## src/rtl/wdw_pkg.sv

```systemverilog
/*
  Constants, register layout and carrier types for the watchdog and
  wake-up controller.
  Assumes a single 100 MHz clock domain and a core that pulses its
  halt and clear-watchdog instruction strobes for one cycle each.
*/
// Contract
// - Halt picks standby mode from idle clock bits
// - Fast-only standby keeps fast clock, stops slow
// - Sleep stops everything except the watchdog
// - Halt sets power-down flag, clears timeout flag
// - Standby entry clears counter; runs only if enabled
// - Standby wakes on port edge, interrupt, overflow
// - Power-up or clear instruction clears power-down flag
// - Standby overflow sets flags, resets pc and sp
// - Per-pin wake enable; resume after halt
// - Disabled or stack-full interrupt resumes after halt
// - Enabled interrupt with stack room gets serviced
// - Flag pending at entry cannot wake device
// - Counter ticks on low-speed rc clock
// - Key 10101 disables, 01010 enables, others reset
// - Key resets to 01010, period to 011
// - Bad key sets key-reset flag bit 0, sw clears
// - Period select picks 2^8 to 2^18 ticks
// - Running overflow resets device, sets timeout flag
// - Bad key, clear, or halt clears the counter
`default_nettype none

package wdw_pkg;

  // ==========================================================
  // Register map
  // ==========================================================
  localparam logic [3:0] ADDR_CONTROL = 4'h0;  // Watchdog control
  localparam logic [3:0] ADDR_CAUSE   = 4'h1;  // Reset cause flags
  localparam logic [3:0] ADDR_STATUS  = 4'h2;  // Flags and mode
  localparam logic [3:0] ADDR_IDLECLK = 4'h3;  // Idle clock enables
  localparam logic [3:0] ADDR_WAKEEN  = 4'h4;  // Port wake enables

  // ==========================================================
  // Field values
  // ==========================================================
  localparam logic [4:0] KEY_DISABLE   = 5'h15;  // 10101
  localparam logic [4:0] KEY_ENABLE    = 5'h0A;  // 01010
  localparam logic [2:0] PERIOD_RESET  = 3'h3;   // 011
  localparam logic [7:0] CONTROL_RESET = 8'h53;
  localparam int         CNT_W         = 19;     // Holds 2^18

  // ==========================================================
  // Timing
  // ==========================================================
  localparam int CLK_MHZ          = 100;
  localparam int KEY_DELAY_NS     = 1000;  // Key reset delay
  localparam int KEY_DELAY_CYC    = (KEY_DELAY_NS * CLK_MHZ) / 1000;

  // ==========================================================
  // Types
  // ==========================================================
  typedef enum logic [2:0] {
    RUN, SLEEP, SLOW_ONLY, BOTH_CLK, FAST_ONLY
  } wdw_mode_e;

  typedef struct packed {
    logic [4:0] watchdogKeyField;
    logic [2:0] watchdogPeriodSelect;
  } wdw_ctrl_s;

  typedef struct packed {
    logic       fastClockRun;   // High-speed oscillator on
    logic       slowClockRun;   // Low-speed oscillator on
    logic       cpuHold;        // Execution held at halt
    logic       deviceReset;    // Full device reset pulse
    logic       pcSpReset;      // Program counter and stack reset
    logic       wakeResume;     // Resume after the halt
    logic       wakeService;    // Take interrupt entry on wake
  } wdw_core_s;

  typedef struct packed {
    wdw_ctrl_s             ctrl;
    logic                  keyResetFlag;
    logic                  powerDownFlag;
    logic                  timeoutStatusFlag;
    logic                  fastIdleEn;
    logic                  slowIdleEn;
    logic [7:0]            portaWakeEnable;
    wdw_mode_e             mode;
    logic [CNT_W-1:0]      count;
    logic                  lircPrev;
    logic [7:0]            portaPrev;
    logic                  irqMask;       // Flags pending at entry
    logic                  keyPending;
    logic [15:0]           keyTimer;
    wdw_core_s             core;
    logic [7:0]            rdata;
  } wdw_state_s;

endpackage

`default_nettype wire

```

## src/rtl/wdw_watchdog_wakeup.sv

```systemverilog
/*
  Watchdog timer with power-down and wake-up control.
  Assumes halt and clear-watchdog are one-cycle strobes from the core,
  the low-speed rc clock arrives as a synchronous level, and the core
  reports its own interrupt enable and stack fullness.
*/
`default_nettype none

module wdw_watchdog_wakeup (
  input  wire logic        ref_clk,
  input  wire logic        reset_n,
  input  wire logic [3:0]  regAddr,
  input  wire logic [7:0]  regWdata,
  input  wire logic        regWrite,
  input  wire logic        regRead,
  output logic      [7:0]  regRdata,
  input  wire logic        haltInstr,
  input  wire logic        clearInstr,
  input  wire logic        lircLevel,
  input  wire logic [7:0]  portaIn,
  input  wire logic        irqFlag,
  input  wire logic        irqEnable,
  input  wire logic        stackFull,
  output logic             fastClockRun,
  output logic             slowClockRun,
  output logic             cpuHold,
  output logic             deviceReset,
  output logic             pcSpReset,
  output logic             wakeResume,
  output logic             wakeService,
  output logic             powerDownFlag,
  output logic             timeoutStatusFlag
);

  wdw_pkg::wdw_state_s q, d;

  // ==========================================================
  // Helpers
  // ==========================================================
  // Timeout length for a period code
  function automatic logic [wdw_pkg::CNT_W-1:0] limitOf(
      input logic [2:0] sel);
    logic [wdw_pkg::CNT_W-1:0] one;
    one = {{(wdw_pkg::CNT_W-1){1'b0}}, 1'b1};
    case (sel)
      3'h0:    limitOf = one << 8;
      3'h1:    limitOf = one << 10;
      3'h2:    limitOf = one << 12;
      3'h3:    limitOf = one << 14;
      3'h4:    limitOf = one << 15;
      3'h5:    limitOf = one << 16;
      3'h6:    limitOf = one << 17;
      default: limitOf = one << 18;
    endcase
  endfunction

  // Key decode, used for control register writes
  function automatic logic keyValid(input logic [4:0] k);
    keyValid = (k == wdw_pkg::KEY_DISABLE) ||
               (k == wdw_pkg::KEY_ENABLE);
  endfunction

  logic                      lircTick;
  logic                      wdEnabled;
  logic                      overflow;
  logic                      standby;
  logic [7:0]                portaFall;

  assign lircTick  = lircLevel & ~q.lircPrev;
  assign wdEnabled = (q.ctrl.watchdogKeyField == wdw_pkg::KEY_ENABLE);
  assign overflow  = wdEnabled && lircTick &&
                     (q.count + 1'b1 >= limitOf(q.ctrl.watchdogPeriodSelect));
  assign standby   = (q.mode != wdw_pkg::RUN);
  assign portaFall = q.portaPrev & ~portaIn & q.portaWakeEnable;

  // ==========================================================
  // Next state
  // ==========================================================
  // All control state is computed here and registered below
  always_comb begin
    d = q;
    d.lircPrev  = lircLevel;
    d.portaPrev = portaIn;
    d.core.deviceReset = 1'b0;
    d.core.pcSpReset   = 1'b0;
    d.core.wakeResume  = 1'b0;
    d.core.wakeService = 1'b0;
    d.rdata = 8'h00;

    // Counter runs only while enabled
    if (wdEnabled && lircTick) begin
      d.count = q.count + 1'b1;
    end

    // Register writes
    if (regWrite) begin
      if (regAddr == wdw_pkg::ADDR_CONTROL) begin
        d.ctrl = regWdata;
        if (!keyValid(regWdata[7:3])) begin
          d.count      = '0;
          d.keyPending = 1'b1;
          d.keyTimer   = 16'(wdw_pkg::KEY_DELAY_CYC);
        end
      end else if (regAddr == wdw_pkg::ADDR_CAUSE) begin
        // Only a zero write clears; a one is ignored
        if (!regWdata[0]) begin
          d.keyResetFlag = 1'b0;
        end
      end else if (regAddr == wdw_pkg::ADDR_IDLECLK) begin
        d.fastIdleEn = regWdata[1];
        d.slowIdleEn = regWdata[0];
      end else if (regAddr == wdw_pkg::ADDR_WAKEEN) begin
        d.portaWakeEnable = regWdata;
      end
    end

    // Delayed reset after a bad key
    if (q.keyPending) begin
      if (q.keyTimer <= 16'h0001) begin
        d.keyPending       = 1'b0;
        d.core.deviceReset = 1'b1;
        d.keyResetFlag     = 1'b1;
        d.ctrl             = wdw_pkg::CONTROL_RESET;
        d.count            = '0;
        d.mode             = wdw_pkg::RUN;
      end else begin
        d.keyTimer = q.keyTimer - 16'h0001;
      end
    end

    // Clear-watchdog instruction, only meaningful while running
    if (clearInstr && !standby) begin
      d.count         = '0;
      d.powerDownFlag = 1'b0;
    end

    // Halt entry
    if (haltInstr && !standby) begin
      d.count             = '0;
      d.powerDownFlag     = 1'b1;
      d.timeoutStatusFlag = 1'b0;
      d.irqMask           = irqFlag;
      case ({q.fastIdleEn, q.slowIdleEn})
        2'b00:   d.mode = wdw_pkg::SLEEP;
        2'b01:   d.mode = wdw_pkg::SLOW_ONLY;
        2'b11:   d.mode = wdw_pkg::BOTH_CLK;
        default: d.mode = wdw_pkg::FAST_ONLY;
      endcase
    end else if (standby) begin
      // Wake sources; overflow has priority
      if (overflow) begin
        d.timeoutStatusFlag = 1'b1;
        d.powerDownFlag     = 1'b1;
        d.core.pcSpReset    = 1'b1;
        d.count             = '0;
        d.mode              = wdw_pkg::RUN;
      end else if (|portaFall) begin
        d.core.wakeResume = 1'b1;
        d.mode            = wdw_pkg::RUN;
      end else if (irqFlag && !q.irqMask) begin
        if (irqEnable && !stackFull) begin
          d.core.wakeService = 1'b1;
        end else begin
          d.core.wakeResume  = 1'b1;
        end
        d.mode = wdw_pkg::RUN;
      end
    end else if (overflow) begin
      d.core.deviceReset  = 1'b1;
      d.timeoutStatusFlag = 1'b1;
      d.count             = '0;
    end

    // Clock gating per mode
    case (d.mode)
      wdw_pkg::SLEEP: begin
        d.core.fastClockRun = 1'b0;
        d.core.slowClockRun = 1'b0;
      end
      wdw_pkg::SLOW_ONLY: begin
        d.core.fastClockRun = 1'b0;
        d.core.slowClockRun = 1'b1;
      end
      wdw_pkg::BOTH_CLK: begin
        d.core.fastClockRun = 1'b1;
        d.core.slowClockRun = 1'b1;
      end
      wdw_pkg::FAST_ONLY: begin
        d.core.fastClockRun = 1'b1;
        d.core.slowClockRun = 1'b0;
      end
      default: begin
        d.core.fastClockRun = 1'b1;
        d.core.slowClockRun = 1'b1;
      end
    endcase
    d.core.cpuHold = (d.mode != wdw_pkg::RUN);

    // Register reads, data in the next cycle
    if (regRead) begin
      if (regAddr == wdw_pkg::ADDR_CONTROL) begin
        d.rdata = q.ctrl;
      end else if (regAddr == wdw_pkg::ADDR_CAUSE) begin
        d.rdata = {7'h00, q.keyResetFlag};
      end else if (regAddr == wdw_pkg::ADDR_STATUS) begin
        d.rdata = {3'h0, 3'(q.mode), q.powerDownFlag,
                   q.timeoutStatusFlag};
      end else if (regAddr == wdw_pkg::ADDR_IDLECLK) begin
        d.rdata = {6'h00, q.fastIdleEn, q.slowIdleEn};
      end else if (regAddr == wdw_pkg::ADDR_WAKEEN) begin
        d.rdata = q.portaWakeEnable;
      end else begin
        d.rdata = 8'h00;
      end
    end
  end

  // ==========================================================
  // State register
  // ==========================================================
  // Synchronous reset to power-on values
  always_ff @(posedge ref_clk) begin
    if (!reset_n) begin
      q <= '0;
      q.ctrl.watchdogKeyField     <= wdw_pkg::KEY_ENABLE;
      q.ctrl.watchdogPeriodSelect <= wdw_pkg::PERIOD_RESET;
      q.mode                      <= wdw_pkg::RUN;
      q.core.fastClockRun         <= 1'b1;
      q.core.slowClockRun         <= 1'b1;
    end else begin
      q <= d;
    end
  end

  assign regRdata          = q.rdata;
  assign fastClockRun      = q.core.fastClockRun;
  assign slowClockRun      = q.core.slowClockRun;
  assign cpuHold           = q.core.cpuHold;
  assign deviceReset       = q.core.deviceReset;
  assign pcSpReset         = q.core.pcSpReset;
  assign wakeResume        = q.core.wakeResume;
  assign wakeService       = q.core.wakeService;
  assign powerDownFlag     = q.powerDownFlag;
  assign timeoutStatusFlag = q.timeoutStatusFlag;
endmodule

`default_nettype wire

```

## config.mk

```make
export PLATFORM = sky130hd
export DESIGN_NAME = wdw_watchdog_wakeup
export DESIGN_NICKNAME = d
export VERILOG_FILES = /design/src/rtl/wdw_pkg.sv /design/src/rtl/wdw_watchdog_wakeup.sv
export SDC_FILE = /design/constraint.sdc
export NUM_CORES = 1
export LEC_CHECK = 0
export BUFFER_PORTS_ARGS = -buffer_cell sky130_fd_sc_hd__buf_2
export CORE_ASPECT_RATIO = 0.9
export CORE_MARGIN = 4
export CORE_UTILIZATION = 45
export CTS_BUF_LIST = sky130_fd_sc_hd__clkbuf_2
export CTS_CLUSTER_SIZE = 8
export DETAILED_ROUTE_END_ITERATION = 6
export PLACE_DENSITY_LB_ADDON = 0.25
export SLEW_MARGIN = 20
export SYNTH_ARGS = -nofsm -noshare
export SYNTH_HDL_FRONTEND = slang
export SYNTH_SLANG_ARGS = --single-unit
```

## constraint.sdc

```tcl
create_clock -name ref_clk -period 2.9 [get_ports ref_clk]
set_input_delay 0.145 -clock ref_clk [delete_from_list [all_inputs] [get_ports ref_clk]]
set_output_delay 0.145 -clock ref_clk [all_outputs]
set_load 0.05 [all_outputs]
```

==> flow_metrics.py <==
metrics = {
    "status": {
        "run_status": "finished, violations left",
        "violations": "negative setup slack",
    },
    "synth": {
        "avgSynthCellArea_um2": 8.26,
        "synth.top_cell.area_share_pct": 37.6,
        "seq_area_frac_synth_pct": 37.6,
        "synth_edf_count": 0,
        "syn_nets": 592,
        "syn-cell-area_mm2": 0.00452,
        "ys_types": 63,
        "synth_top_flop_cell": "dfxtp_1",
        "synth_top_area_cell": "dfxtp_1",
        "synth.area.top_cells": "dfxtp_1 38%, nor2_1 6.4%, nand2_1 5.2%",
        "yosysWarningCount": 0,
        "synthCells": 547,
        "synth_async_sr_flop_share_pct": 0,
        "ys_ff_latch": 85,
    },
    "finish": {
        "layout.cells.non_filler": 778,
        "final_common_cell": "dfxtp_1",
        "antenna_cells": 0,
        "final_area_mm2": 0.00593,
        "final_cell_mix": "75 x dfxtp_1, 62 x nand2_1, 52 x nor2_1, 46 x buf_2, 46 x buf_4",
        "areaGrowthSynthToFinish_pct": 31.2,
        "drive_above_1_share_pct": 28.7,
        "fin_nets": 692,
    },
    "detailed_routing": {
        "drcViolationCount": 0,
        "routed_wl_um": 12000,
        "first_pass_iters": 5,
        "wire_per_inst_um": 15.4,
        "drt_iter0_drc": 241,
        "vias": 4236,
        "via_per_inst": 5.44,
        "antenna_left": 0,
    },
    "sta": {
        "finalHoldViolations": 0,
        "min_period_ps": 3070,
        "tightest_slew_ps": 802,
        "rsz0062_at_grt": "yes",
        "max_slew_margin_pct": 45.1,
        "setup_slack_ps": -174,
        "drv_slew": 0,
        "fmax_mhz": 325,
        "finalSetupViolations": 24,
        "skew_ps": 38.1,
        "fin_crit_sh_pct": 106,
    },
    "place": {
        "placed_cell_area_mm2": 0.00510,
        "dp.cells": 723,
        "port_buffers": 46,
        "dpl.hpwl_um": 8420,
        "gp_congestion": 0.916,
        "pre_cts_slack_ps": -167,
    },
    "grt": {
        "grt_max_degree": 23,
        "track_usage_pct": 20.2,
        "grt_pass1_wl_um": 18800,
        "grt_remaining_overflow": 0,
        "antenna_found_initial": 0,
        "grt_pass1_vias": 3895,
    },
    "clocking": {
        "clock-sinks": 85,
        "cts_root_buf": "clkbuf_2",
        "htreeDepth": 3,
        "cts_buffers": 9,
        "clk_pin_slew_ps": 230,
        "clk_path_buf_depth": 2,
        "clk_latency_ps": 560,
        "cts_tree": "built",
    },
    "hold_path": {
        "min_path_type": "in2reg",
    },
    "floorplanning": {
        "dieArea_mm2": 0.0117,
        "pin_count": 47,
        "core_area_mm2": 0.00974,
        "initial_core_util_pct": 46.4,
        "fp.dieH_um": 103,
        "die_x_um": 114,
        "fp-row-count": 34,
    },
    "critical_path": {
        "cp_data_arrival_time_ps": 3550,
        "path_class": "reg2reg",
        "crit_path_end_kind": "flip-flop",
        "critPathMaxFanout": 5,
        "critPathLaunchType": "flip-flop",
        "required_ps": 3370,
    },
    "pwr": {
        "irDropWorstVdd_uv": 243,
        "leakagePower_nw": 2.31,
        "power.density_mw_per_mm2": 372,
        "power.switching_mw": 0.607,
        "swShare_pct": 27.5,
        "p_comb_share_pct": 13.7,
        "p_seq_share_pct": 54.8,
        "clkPwrFrac_pct": 31.5,
        "p_total_mw": 2.21,
        "p_int_mw": 1.60,
    },
    "run": {
        "maxCapViolations": 0,
    },
}
cells by family after synthesis:
kind of cell             share of synthesized area (%)
AO/OA/AOI/OAI                                     11.1
adder cells (fa/ha/maj)                           4.15
multiplexers                                      2.82
buffers and inverters                             5.84
AND/OR/NAND/NOR                                   31.5
flip-flops                                        37.6
XOR/XNOR                                          6.97
flip-flops by register name, summed over array words and instances, names as in the netlist:
signal,count
cpuHold,1
regRdata,8
timeoutStatusFlag,1
powerDownFlag,1
pcSpReset,1
wakeService,1
slowClockRun,1
deviceReset,1
wakeResume,1
q,68
fastClockRun,1
synthesized netlist by cell type, types with 3 or more instances:
cell type,count
dfxtp_1,85
nor2_1,77
nand2_1,63
a21oi_1,38
nand3_1,31
xor2_1,19
xnor2_1,17
clkbuf_1,16
nor3_1,16
ha_1,15
inv_1,14
and2_1,12
buf_4,12
nand4_1,11
nand3b_1,10
mux2i_1,9
nor4_1,9
o21ai_0,8
a31oi_1,7
buf_2,7
a211oi_1,5
or4_1,5
a22oi_1,3
and3_1,3
nor2b_1,3
nor3b_1,3
worst paths after layout:
kind	slack, ps	start	cells past startpoint	to
hold / removal	30	regAddr[1]	3	q[76]$_SDFF_PN0_
setup reg to reg	-170	q[50]$_SDFF_PP0_	16	q[43]$_SDFF_PP0_
hold reg to reg	470	q[32]$_SDFFE_PN0P_	2	q[32]$_SDFFE_PN0P_
setup / recovery	-170	q[50]$_SDFF_PP0_	16	q[43]$_SDFF_PP0_
power groups by stage:
stage          sequential, mW  clock, mW  combinational (mW)
2_1_floorplan            1.25          0               0.129
3_3_place_gp             1.23          0               0.222
3_5_place_dp             1.23          0               0.226
4_1_cts                  1.21      0.713               0.275
5_1_grt                  1.21      0.756               0.328
6_report                 1.21      0.696               0.302
layer usage:
metal  share of wire, %  routed length (µm)  up-vias  global-route usage (%)
met4                1.7                 204        0                    5.18
met3                6.3                 761       18                    4.87
met2                 45                5420      132                    31.1
met1                 47                5630     1982                    28.5
li1                   -                   -     2104                       -
met5                  0                   0        -                       0
per-stage QoR:
step | hold WS [ps] | util (%) | TNS (ps)
after floorplan | 267 | - | 0
after global placement | 357 | 52.3 | -191
after detailed placement | 365 | 52.3 | -2510
after CTS | 3.33 | 57.9 | -2580
after global routing | 37.3 | 60.9 | -8080
final | 34.1 | 60.9 | -3290
repair_timing:
action | CTS | global route
endpoints found under the setup margin | 30 | 31
endpoints found under the hold margin | 42 | 0
gates cloned | 2 | 1
pin swaps | 9 | 28
resized for setup | 17 | 57
buffers inserted | 3 | 5
hold buffers | 28 | 0
critical path: stages (launching register included):
cell,delay (ps)
dfxtp_2,400
nand4_4,120
nor2_4,130
and3_4,220
nand3_4,100
nor2_2,110
xor2_1,170
ha_1,260
nand4_1,170
nor4_2,70
mux2_4,280
o21ai_2,70
a41o_4,280
buf_6,130
nand3_4,180
buf_6,210
a21oi_2,100
area by class of cell:
class	count	area, µm²
fillers	836	3810
multi-input cells	411	2890
flip-flops and latches	85	1720
repair buffers	126	978
well taps	126	158
clock inverters	7	88.8
inverters	14	52.6
clock buffers	9	45.0
Power figures use the tool's default switching activity.
